===== src/hdl/wdcr_params.svh =====
// Constants for the watchdog control block
`ifndef WDCR_PARAMS_SVH
`define WDCR_PARAMS_SVH

// APB byte addresses
`define WDCR_ADDR_W       12
`define WDCR_ADDR_KEY     12'h0C4
`define WDCR_ADDR_CTRL    12'h0D8
`define WDCR_ADDR_COUNT   12'h0DC

// Control register bit positions
`define WDCR_B_BAUD       7
`define WDCR_B_POR        6
`define WDCR_B_WATCHDOG_INTERRUPT_FLAG       3
`define WDCR_B_WATCHDOG_RESET_FLAG       2
`define WDCR_B_EWT        1
`define WDCR_B_RWT        0

// Unlock keys
`define WDCR_KEY_FIRST    8'hAA
`define WDCR_KEY_SECOND   8'h55

// Timing
`define WDCR_MC_CLOCKS    4
`define WDCR_TA_MCYCLES   3
`define WDCR_TA_WINDOW    (`WDCR_MC_CLOCKS * `WDCR_TA_MCYCLES)
`define WDCR_RESET_DELAY  512
`define WDCR_INT_STEP     3
`define WDCR_TBASE_LOG2   17

`endif


===== src/hdl/wdcr_pkg.sv =====
// Types for the watchdog control block
package wdcr_pkg;

   typedef enum logic [2:0]
   {
      WDCR_TA_IDLE = 3'b001,
      WDCR_TA_HALF = 3'b010,
      WDCR_TA_OPEN = 3'b100
   } wdcr_ta_state_t;

   typedef enum logic [1:0]
   {
      WDCR_WD_RUN   = 2'b01,
      WDCR_WD_GRACE = 2'b10
   } wdcr_wd_phase_t;

endpackage


===== src/hdl/wdcr_ta.sv =====
// Timed-access unlock sequencer for the protected control bits
`timescale 1ns/1ps
`include "wdcr_params.svh"

module wdcr_ta
   import wdcr_pkg::*;
(
   // Clock and reset
   input  wire logic       clock,
   input  wire logic       nrst,
   input  wire logic       ce,
   // Register writes
   input  wire logic       key_wr,
   input  wire logic       key_hit,
   input  wire logic [7:0] key_data,
   // Unlock state
   output logic            window_open
);

   wdcr_ta_state_t state_q;
   logic [4:0]     win_q;

   always_ff @(posedge clock or negedge nrst)
   begin
      if (!nrst)
      begin
         state_q <= WDCR_TA_IDLE;
         win_q   <= 5'h00;
      end
      else if (ce)
      begin
         if (key_wr && key_hit && key_data == `WDCR_KEY_FIRST)
         begin
            state_q <= WDCR_TA_HALF;
            win_q   <= 5'h00;
         end
         else
         begin
            unique case (state_q)
               WDCR_TA_IDLE:
               begin
                  state_q <= WDCR_TA_IDLE;
               end
               WDCR_TA_HALF:
               begin
                  // The second key must be the very next write
                  if (key_wr && key_hit && key_data == `WDCR_KEY_SECOND)
                  begin
                     state_q <= WDCR_TA_OPEN;
                     win_q   <= 5'(`WDCR_TA_WINDOW - 1);
                  end
                  else if (key_wr)
                  begin
                     state_q <= WDCR_TA_IDLE;
                  end
               end
               WDCR_TA_OPEN:
               begin
                  if (win_q == 5'h00)
                  begin
                     state_q <= WDCR_TA_IDLE;
                  end
                  else
                  begin
                     win_q <= win_q - 5'h01;
                  end
               end
               default:
               begin
                  state_q <= WDCR_TA_IDLE;
               end
            endcase
         end
      end
   end

   assign window_open = (state_q == WDCR_TA_OPEN);

endmodule


===== src/hdl/wdcr_top.sv =====
// Watchdog control register, reset flags and watchdog time-out logic
`timescale 1ns/1ps
`include "wdcr_params.svh"

// How it works
// - Power-up sets power-on flag; software reads/writes
// - Only software write clears power-on flag
// - Time-out sets interrupt flag whether or not interrupt enabled
// - Time-out sets flag anyway; software clears
// - Watchdog reset sets reset flag; sticky
// - Power-on and power-down resets clear reset flag
// - External reset keeps reset flag
// - Reset enable low: watchdog leaves flag alone
// - Reset enable arms watchdog reset
// - Restart bit returns count to start
// - Restart bit clears itself after taking effect
// - Unserviced time-out raises interrupt when enabled
// - Watchdog reset exactly 512 clocks after time-out
// - External reset loads pattern 0x000xx0
// - Of the resets, only power-on clears reset enable
// - Protected bits written only inside unlock window
// - All bits readable; unprotected bits freely writable
// - Baud-double bit drives serial port output
// - Window stays open three machine cycles
module wdcr_top
   import wdcr_pkg::*;
#(
   parameter int TBASE_LOG2 = `WDCR_TBASE_LOG2
)
(
   // Clock, reset, enable
   input  wire logic                    clock,
   input  wire logic                    nrst,
   input  wire logic                    ce,
   // APB slave
   input  wire logic                    psel,
   input  wire logic                    penable,
   input  wire logic                    pwrite,
   input  wire logic [`WDCR_ADDR_W-1:0] paddr,
   input  wire logic [31:0]             pwdata,
   output logic [31:0]                  prdata,
   output logic                         pready,
   output logic                         pslverr,
   // Reset sources
   input  wire logic                    ext_reset,
   input  wire logic                    power_down_reset,
   // Watchdog configuration
   input  wire logic                    watchdog_interrupt_enable,
   input  wire logic [1:0]              interval_sel,
   // Results
   output logic                         watchdog_irq,
   output logic                         watchdog_reset_out,
   output logic                         serial1_baud_double
);

   function automatic logic addr_hit(input logic [`WDCR_ADDR_W-1:0] a,
                                     input logic [`WDCR_ADDR_W-1:0] off);
      return a == off;
   endfunction

   function automatic logic [31:0] interval_limit(input logic [1:0] sel);
      int sh;
      sh = TBASE_LOG2 + `WDCR_INT_STEP * int'(sel);
      return (32'h0000_0001 << sh) - 32'h0000_0001;
   endfunction

   // Control register bits
   logic        baud_q;
   logic        por_q;
   logic        watchdog_interrupt_flag_q;
   logic        watchdog_reset_flag_q;
   logic        ewt_q;
   logic        rwt_q;

   // Watchdog state
   logic [31:0]    cnt_q;
   logic [9:0]     grace_q;
   wdcr_wd_phase_t phase_q;
   logic           irq_q;
   logic           wdrst_q;

   // Bus state
   logic [31:0] prdata_q;
   logic        valid_q;

   // Decode and events
   logic        access;
   logic        wr;
   logic        wr_ctrl;
   logic        wr_key;
   logic        mapped;
   logic        window_open;
   logic        prot_ok;
   logic        hw_rst;
   logic        sw_restart;
   logic        timeout;
   logic        wd_fire;
   logic        restart;
   logic [7:0]  ctrl_rd;
   logic [31:0] rd_mux;

   // APB handshake: one data-capture cycle, then ready
   assign access  = psel && penable;
   assign pready  = ce && valid_q;
   assign mapped  = addr_hit(paddr, `WDCR_ADDR_CTRL) ||
                    addr_hit(paddr, `WDCR_ADDR_KEY) ||
                    addr_hit(paddr, `WDCR_ADDR_COUNT);
   assign pslverr = access && pready && !mapped;
   assign wr      = access && pready && pwrite && mapped;
   assign wr_ctrl = wr && addr_hit(paddr, `WDCR_ADDR_CTRL);
   assign wr_key  = wr && addr_hit(paddr, `WDCR_ADDR_KEY);
   assign prot_ok = window_open;

   wdcr_ta u_ta
   (
      .clock       (clock),
      .nrst        (nrst),
      .ce          (ce),
      .key_wr      (wr),
      .key_hit     (wr_key),
      .key_data    (pwdata[7:0]),
      .window_open (window_open)
   );

   // Reset and restart events
   assign hw_rst     = ext_reset || power_down_reset;
   assign sw_restart = rwt_q;
   assign timeout    = (cnt_q == interval_limit(interval_sel)) && !sw_restart && !hw_rst;
   assign wd_fire    = (phase_q == WDCR_WD_GRACE) &&
                       (grace_q == 10'(`WDCR_RESET_DELAY - 1)) &&
                       ewt_q && !sw_restart && !hw_rst;
   assign restart    = sw_restart || hw_rst || wd_fire;

   // Read view of the control register; reserved bits read zero
   always_comb
   begin
      ctrl_rd                = 8'h00;
      ctrl_rd[`WDCR_B_BAUD]  = baud_q;
      ctrl_rd[`WDCR_B_POR]   = por_q;
      ctrl_rd[`WDCR_B_WATCHDOG_INTERRUPT_FLAG]  = watchdog_interrupt_flag_q;
      ctrl_rd[`WDCR_B_WATCHDOG_RESET_FLAG]  = watchdog_reset_flag_q;
      ctrl_rd[`WDCR_B_EWT]   = ewt_q;
      ctrl_rd[`WDCR_B_RWT]   = rwt_q;
   end

   always_comb
   begin
      rd_mux = 32'h0000_0000;
      if (addr_hit(paddr, `WDCR_ADDR_CTRL))
      begin
         rd_mux = {24'h00_0000, ctrl_rd};
      end
      else if (addr_hit(paddr, `WDCR_ADDR_KEY))
      begin
         rd_mux = {31'h0000_0000, window_open};
      end
      else if (addr_hit(paddr, `WDCR_ADDR_COUNT))
      begin
         rd_mux = cnt_q;
      end
   end

   // Bus read data and ready
   always_ff @(posedge clock or negedge nrst)
   begin
      if (!nrst)
      begin
         valid_q  <= 1'b0;
         prdata_q <= 32'h0000_0000;
      end
      else if (ce)
      begin
         valid_q  <= psel && !(penable && valid_q);
         prdata_q <= psel ? rd_mux : 32'h0000_0000;
      end
   end

   assign prdata = prdata_q;

   // Baud doubling bit, unprotected
   always_ff @(posedge clock or negedge nrst)
   begin
      if (!nrst)
      begin
         baud_q <= 1'b0;
      end
      else if (ce)
      begin
         if (hw_rst || wd_fire)
         begin
            baud_q <= 1'b0;
         end
         else if (wr_ctrl)
         begin
            baud_q <= pwdata[`WDCR_B_BAUD];
         end
      end
   end

   assign serial1_baud_double = baud_q;

   // Power-on flag: set by power-up or a protected software write, cleared only by software
   always_ff @(posedge clock or negedge nrst)
   begin
      if (!nrst)
      begin
         por_q <= 1'b1;
      end
      else if (ce)
      begin
         if (wr_ctrl && prot_ok)
         begin
            por_q <= pwdata[`WDCR_B_POR];
         end
      end
   end

   // Watchdog interrupt flag; a time-out wins over a clearing write
   always_ff @(posedge clock or negedge nrst)
   begin
      if (!nrst)
      begin
         watchdog_interrupt_flag_q <= 1'b0;
      end
      else if (ce)
      begin
         if (hw_rst || wd_fire)
         begin
            watchdog_interrupt_flag_q <= 1'b0;
         end
         else if (timeout)
         begin
            watchdog_interrupt_flag_q <= 1'b1;
         end
         else if (wr_ctrl && prot_ok)
         begin
            watchdog_interrupt_flag_q <= pwdata[`WDCR_B_WATCHDOG_INTERRUPT_FLAG];
         end
      end
   end

   // Watchdog reset flag, unprotected; external reset leaves it
   always_ff @(posedge clock or negedge nrst)
   begin
      if (!nrst)
      begin
         watchdog_reset_flag_q <= 1'b0;
      end
      else if (ce)
      begin
         if (power_down_reset)
         begin
            watchdog_reset_flag_q <= 1'b0;
         end
         else if (wd_fire)
         begin
            watchdog_reset_flag_q <= 1'b1;
         end
         else if (wr_ctrl && !ext_reset)
         begin
            watchdog_reset_flag_q <= pwdata[`WDCR_B_WATCHDOG_RESET_FLAG];
         end
      end
   end

   // Reset enable: protected software write; of the resets, only power-on clears it
   always_ff @(posedge clock or negedge nrst)
   begin
      if (!nrst)
      begin
         ewt_q <= 1'b0;
      end
      else if (ce)
      begin
         if (wr_ctrl && prot_ok && !hw_rst && !wd_fire)
         begin
            ewt_q <= pwdata[`WDCR_B_EWT];
         end
      end
   end

   // Restart bit: one cycle high, then clears itself
   always_ff @(posedge clock or negedge nrst)
   begin
      if (!nrst)
      begin
         rwt_q <= 1'b0;
      end
      else if (ce)
      begin
         if (hw_rst || wd_fire || rwt_q)
         begin
            rwt_q <= 1'b0;
         end
         else if (wr_ctrl && prot_ok && pwdata[`WDCR_B_RWT])
         begin
            rwt_q <= 1'b1;
         end
      end
   end

   // Time-out counter
   always_ff @(posedge clock or negedge nrst)
   begin
      if (!nrst)
      begin
         cnt_q <= 32'h0000_0000;
      end
      else if (ce)
      begin
         if (restart || timeout)
         begin
            cnt_q <= 32'h0000_0000;
         end
         else
         begin
            cnt_q <= cnt_q + 32'h0000_0001;
         end
      end
   end

   // Grace period between time-out and watchdog reset
   always_ff @(posedge clock or negedge nrst)
   begin
      if (!nrst)
      begin
         phase_q <= WDCR_WD_RUN;
         grace_q <= 10'h000;
      end
      else if (ce)
      begin
         unique case (phase_q)
            WDCR_WD_RUN:
            begin
               if (timeout && ewt_q)
               begin
                  phase_q <= WDCR_WD_GRACE;
                  grace_q <= 10'h000;
               end
            end
            WDCR_WD_GRACE:
            begin
               // Dropping the enable or a restart abandons the reset
               if (restart || !ewt_q)
               begin
                  phase_q <= WDCR_WD_RUN;
                  grace_q <= 10'h000;
               end
               else
               begin
                  grace_q <= grace_q + 10'h001;
               end
            end
            default:
            begin
               phase_q <= WDCR_WD_RUN;
               grace_q <= 10'h000;
            end
         endcase
      end
   end

   // Interrupt and reset outputs
   always_ff @(posedge clock or negedge nrst)
   begin
      if (!nrst)
      begin
         irq_q   <= 1'b0;
         wdrst_q <= 1'b0;
      end
      else if (ce)
      begin
         irq_q   <= (watchdog_interrupt_flag_q || timeout) && watchdog_interrupt_enable && !hw_rst && !wd_fire;
         wdrst_q <= wd_fire;
      end
   end

   assign watchdog_irq       = irq_q;
   assign watchdog_reset_out = wdrst_q;

endmodule


===== config.mk =====
export PLATFORM = sky130hd
export DESIGN_NAME = wdcr_top
export DESIGN_NICKNAME = d
export VERILOG_FILES = /design/src/hdl/wdcr_pkg.sv /design/src/hdl/wdcr_ta.sv /design/src/hdl/wdcr_top.sv
export VERILOG_INCLUDE_DIRS = /design/src /design/src/hdl
export SDC_FILE = /design/constraint.sdc
export NUM_CORES = 1
export LEC_CHECK = 0
export ABC_AREA = 1
export BUFFER_PORTS_ARGS = -buffer_cell sky130_fd_sc_hd__buf_2
export CAP_MARGIN = 0
export CORE_MARGIN = 8
export CORE_UTILIZATION = 52
export CTS_BUF_LIST = sky130_fd_sc_hd__clkbuf_8 sky130_fd_sc_hd__clkbuf_16
export CTS_CLUSTER_DIAMETER = 50
export CTS_CLUSTER_SIZE = 16
export DETAILED_ROUTE_END_ITERATION = 10
export GPL_TIMING_DRIVEN = 0
export PLACE_DENSITY = 0.74
export REMOVE_ABC_BUFFERS = 1
export SLEW_MARGIN = 25
export SYNTH_ARGS = -nofsm -noshare
export SYNTH_HDL_FRONTEND = slang
export SYNTH_SLANG_ARGS = --single-unit

===== constraint.sdc =====
create_clock -name clock -period 2 [get_ports clock]
set_input_delay 0.4 -clock clock [delete_from_list [all_inputs] [get_ports clock]]
set_output_delay 0.4 -clock clock [all_outputs]
set_load 0.005 [all_outputs]

==> After elaboration in Yosys (flattened, before gate mapping) <==
Index checks and enable logic that the tools add are counted.
{ "totals": {"register_bits": 93, "in_bits": 55, "output_inout_bits": 37, "wordCells": 130} }
{ "classes": {"n_addsub": 5, "mul": 1, "eq_ne": 17, "shifts": 1, "mux": 30, "reduce_logical": 61} }
{ "ops": {"columns": ["op", "n"], "rows": [
  ["2-to-1 mux 32 bit", 5],
  ["equality test 12 x 8 -> 1 bit (second input constant)", 3],
  ["adder 32 x 1 -> 32 bit (second input constant)", 1],
  ["equality test 32 bit", 1],
  ["<< shifter 1 x 6 -> 32 bit (first input constant)", 1],
  ["subtractor 32 x 1 -> 32 bit (second input constant)", 1],
  ["logical AND 1 bit", 28],
  ["2-to-1 mux 10 bit", 2],
  ["one-hot mux 10 bit (2 select lines)", 1],
  ["2-to-1 mux 5 bit", 3],
  ["AND reduction 2 bit", 7],
  ["2-to-1 mux 3 bit", 4],
  ["adder 10 x 1 -> 10 bit (second input constant)", 1],
  ["equality test 10 x 9 -> 1 bit (second input constant)", 1],
  ["logical OR 1 bit", 10],
  ["2-to-1 mux 1 bit", 10],
  ["one-hot mux 5 bit (2 select lines)", 1],
  ["nonzero test 3 bit", 3],
  ["equality test 8 x 7 -> 1 bit (second input constant)", 1],
  ["equality test 8 bit (second input constant)", 1],
  ["zero test 1 bit", 7],
  ["adder 5 x 4 -> 6 bit (first input constant)", 1],
  ["inequality test 3 x 1 -> 1 bit (second input constant)", 2],
  ["one-hot mux 3 bit (2 select lines)", 1],
  ["other kinds (16)", 19]
]} }

==> Depth between registers and ports, before layout <==
{ "depth": {"word_depth": 11, "depth_mapped": 16, "depth_no_buf": 16} }

==> Hierarchy <==
From an unflattened synthesis, not the netlist that was laid out.
{ "unflattened": {"cells_unflattened": 775, "area_unflattened_um2": 5830.6} }
{ "modules_own_cells": {"columns": ["module", "instances", "cells_each", "area_per_inst_um2", "seq_area_each_um2"], "rows": [
  ["wdcr_top", 1, 677, 5201.2, 2129.5],
  ["wdcr_ta", 1, 98, 629.4, 201.4]
]} }

==> Worst setup path before layout <==
Ideal clock, no wire load.
{ "synth_path": {"path_type": "input to register", "from": "in interval_sel[0]", "to": "reg grace_q[2]", "setup_ns": 0.118, "arrival_ns": 1.894, "setup_slack_ns": -0.013, "path_stages": 13, "path_buffers": 1, "path_cell_list": "inv_1 -> ha_1 -> nand3_2 -> or2_1 -> nand3_1 -> nand3_1 -> nor2_2 -> nand3_2 -> nand2_4 -> nand2_4 -> buf_6 -> nand2_1 -> o21ai_2"} }
{ "synth_via": {"elab_chain_cells": 10} }
{ "synth_lines": {"columns": ["element", "line", "rtl"], "rows": [
  ["start, declared", "wdcr_top.sv:49", "input wire logic [1:0] interval_sel,"],
  ["multiplier 2 x 2 -> 4 bit (no source line)", null, null],
  ["adder 5 x 4 -> 6 bit", "wdcr_top.sv:63", "sh = TBASE_LOG2 + `WDCR_INT_STEP * int'(sel);"],
  ["<< shifter 1 x 6 -> 32 bit", "wdcr_top.sv:64", "return (32'h0000_0001 << sh) - 32'h0000_0001;"],
  ["subtractor 32 x 1 -> 32 bit", "wdcr_top.sv:64", null],
  ["equality test 32 bit", "wdcr_top.sv:128", "assign timeout = (cnt_q == interval_limit(interval_sel)) && !sw_restart && !hw_rst;"],
  ["logical AND 1 bit (2 in series)", "wdcr_top.sv:128", null],
  ["logical AND 1 bit", "wdcr_top.sv:335", "if (timeout && ewt_q)"],
  ["inequality test 2 bit (no source line)", null, null],
  ["AND reduction 2 bit (no source line)", null, null],
  ["end signal, assigned", "wdcr_top.sv:351", "grace_q <= grace_q + 10'h001;"],
  ["end, declared", "wdcr_top.sv:77", "logic [9:0] grace_q;"]
]} }
Every way passes these cells.
A chain may end at the register's enable or synchronous reset.

==> Worst setup path in the final report <==
{ "layout_path": {"from": "reg cnt_q[0]", "to": "reg cnt_q[30]"} }
{ "layout_via": {"elab_chain_cells": 5} }
{ "layout_lines": {"columns": ["element", "line", "rtl"], "rows": [
  ["start, declared", "wdcr_top.sv:76", "logic [31:0] cnt_q;"],
  ["start signal, assigned", "wdcr_top.sv:317", "cnt_q <= cnt_q + 32'h0000_0001;"],
  ["branches (longest 4 deep; another with adder 32 x 1 -> 32 bit)", null, null],
  ["2-to-1 mux 32 bit *", "wdcr_top.sv:311", "if (restart || timeout)"]
]} }
Every way passes the cells marked *.

==> metrics <==
Reg2Reg Setup Slack=0.07 ns; RSZ-0062 raised after global routing=true; core area=between 10000 and 15000 µm²; grt ovf=0; Tot GR Track Use=0.2023; Placer Congestion=0.9210; Cells after Synth=728; Util after Layout=0.6357; worst path required time=~2.3 ns; dpl cells=916; Max-Cap Viols=0; post-detailed-routing wire length=roughly 15000 µm; Hold Path Class=in -> reg; min cycle time layout=~1.9 ns; power per cell area=approximately 570 nW/µm²; DIE WIDTH=120.3 µm; Ant. Diodes=0; Synth cell types=46; Max clock buf depth=2; clk_skew=0.01171 ns; share of the synthesized area in the top cell type=0.3982; outcome=completed; CP Capture Point=cnt_q[30]$_DFFE_PN0P_; Post-Synth XOR/XNOR Area=0.04181; Die H=120.3 µm; register area=2333 µm²; Root Buffer=clkbuf_8; Vias/cell=approximately 5.5; worst-margin pin slew=0.5804 ns; WP data arrival=around 2.2 ns; Layout area overhead=20.77%; H-tree depth=3; hpwl dp=roughly 9900 µm; Die ar.=~14000 µm²; Setup-failing EPs final=0; # fillers=920; mux contribution to synthesized area=0; Rel. slew slack=0.6117; Post-DRT Antenna Nets=0; Vias=approximately 5300; reg2reg end=cnt_q[30]$_DFFE_PN0P_; Cell Rows=38; Final Hold Vio Count=0; Synth area leaders=dfrtp_1 40%, nand2_1 12%, inv_1 6.4%, nand3_1 5.0%, xor2_1 3.9%; clock insertion delay at the later pin of the skew report=0.38 ns; port buffer count=67; clk slew on worst S/H paths=~0.10 ns; element type at the critical path start=flip-flop; initial detailed-routing violation count=318; Final Power=3.922 mW; Synth Cell Area=~5700 µm²; worst vdd ir=0.4567 mV; CTS tree=done; Synth Register Bits=between 90 and 100; worst reg2reg startpoint=cnt_q[0]$_DFFE_PN0P_; CP endpoint kind=flip-flop; worst-path fanout max=5; Crit. Startpoint=cnt_q[0]$_DFFE_PN0P_; Pre-antenna DRT Iters=4; Main synth FF type=dfrtp_1; initial core utilization=0.5263; adder-cell area share of the yosys netlist=0.02655; cell leakage power=3.215 nW; layout cells sized above 1=0.2607; Nets=879; Avg Cell Area, Syn=7.768 µm²; Pins Over Slew Limit=0; Place WS=-1.399 ns; largest net degree at the start of global routing=76; final period utilization=0.9626; async set-reset flop share out of synthesis=1.000; first-pass GRT wire length=around 24000 µm; post-synthesis simple-gate area fraction=0.3080; CP Class=reg -> reg; post-synth top area cell=dfrtp_1; CTS Sinks=a little over 90; largest family of logic cells by synthesized area=simple AND/OR/NAND/NOR gates; num ports=92; post-synthesis compound-gate area fraction=0.1212; antenna violations before repair=0; Max Clk Rate=519.4 MHz; EDFF count, synth=0; Syn. warnings=0; Non-Filler Instances=957; Avg WL per Cell=15.73 µm; Worst Reg-to-Reg Cells=8; DRC violation count after routing=0; vias in the first global route=5157; area of the multi-input gates=3144 µm²; sequential area share after synthesis=0.4122; worst setup margin=0.07476 ns; CTS Buf Count=9
-- timing repair --
item | in CTS | in global routing
pin swaps | 3 | 16
endpoints found under the setup margin | 78 | 74
gates resized for setup | 23 | 60
hold endpoints to repair | 18 | 0
hold buffers | 1 | 0
setup buffers | 3 | 16
cloned | 3 | 2
-- per-stage QoR --
stage / instance area [µm²] / hold WS [ns] / TNS, ns
floorplan: 5524 / 0.1044 / -7.070
global placement: 6035 / 0.4562 / -93.86
detailed placement: 6068 / 0.2535 / -68.27
CTS: 6435 / 0.2723 / 0
global route: 6830 / 0.2932 / -0.2690
finish: 6830 / 0.2810 / 0
-- layout make-up --
class,count,share of cell area
multi-input cells,519,0.4603
flip-flops and latches,93,0.3416
repair buffers,88,0.08298
inverters,101,0.05899
well taps,140,0.02565
clock buffers,10,0.02015
clock inverters,6,0.01026
-- synthesized netlist by cell type (2+ instances only) --
library cell  number
ha_1              12
inv_1             97
nor2_4             4
xnor2_1            2
nor4_1             6
a21oi_2            9
buf_6              6
inv_2              3
a21oi_1           24
a32o_1             7
buf_4              2
nand4_1           24
or2_2              2
a22o_1             6
dfrtp_1           90
o21ai_1            2
nor3_2             4
nor2_1            49
nand2_1          177
o21ai_2           10
buf_2              2
nor3_1            18
nand3_2            4
o21ai_0           33
nand2_4            2
o22ai_1            8
dfstp_2            3
clkbuf_1           8
nand2_2            7
xor2_1            25
nand3_1           56
nor2_2             6
nand3b_1           7
-- report_power, final --
part | internal [mW] | switching [mW]
logic | 0.194 | 0.433
registers | 1.92 | 0.0296
clock network | 0.623 | 0.722
-- cell usage in the layout, fill, tap and decap left out, drive strengths merged, types with 8 or more instances in the layout --
master | synthesis | layout
a21oi | 33 | 33
buf | 11 | 86
clkbuf | 9 | 11
dfrtp | 90 | 90
ha | 12 | 12
inv | 100 | 100
nand2 | 186 | 188
nand3 | 60 | 63
nand3b | 8 | 8
nand4 | 24 | 24
nor2 | 59 | 59
nor3 | 23 | 23
o21ai | 45 | 45
o22ai | 8 | 8
xor2 | 25 | 25
-- worst min path at each step --
stage	startpoint	endpoint	slack, ns	cells past startpoint
6_report	ext_reset	watchdog_reset_flag_q$_DFFE_PN0P_	0.28	3
5_1_grt	pwdata[2]	watchdog_reset_flag_q$_DFFE_PN0P_	0.29	3
4_1_cts	ext_reset	watchdog_reset_flag_q$_DFFE_PN0P_	0.27	3
3_5_place_dp	nrst	prdata[12]$_DFFE_PN0P_	0.25	1
3_3_place_gp	u_ta.win_q[0]$_DFFE_PN0P_	u_ta.win_q[0]$_DFFE_PN0P_	0.46	2
2_1_floorplan	nrst	cnt_q[0]$_DFFE_PN0P_	0.10	0
-- worst max-delay path, cell delays in order, from the launching register on --
cell and delay, ns:
dfrtp_1 0.41, ha_1 0.21, nand2_1 0.10, nor2_2 0.19, nand2_1 0.20, nor3_4 0.25, nand4_1 0.19, xor2_1 0.20
a21oi_1 0.05
-- cells by family after synthesis --
family | after synthesis
and+or+nand+nor | 370
AOI/OAI and AO/OA | 105
xor gates and xnor gates | 27
DFF | 93
adders and majority gates | 12
buffers and inverters | 121
-- per-layer routing --
layer / track usage / up-vias / part of all wire
met5: 0 / - / 0
met4: 0.08197 / 0 / 0.021
met3: 0.04103 / 30 / 0.065
met2: 0.3350 / 188 / 0.48
met1: 0.2545 / 2490 / 0.43
li1: - / 2578 / -
-- registers in the layout, indices dropped and copies added, names as in the netlist --
name                       flops
cnt_q                         32
ewt_q                          1
grace_q                       10
phase_q                        2
por_q                          1
prdata                        32
rwt_q                          1
serial1_baud_double            1
u_ta.state_q                   3
u_ta.win_q                     5
valid_q                        1
watchdog_interrupt_flag_q      1
watchdog_irq                   1
watchdog_reset_flag_q          1
watchdog_reset_out             1
Note: power is estimated with default switching activity, not from simulation.
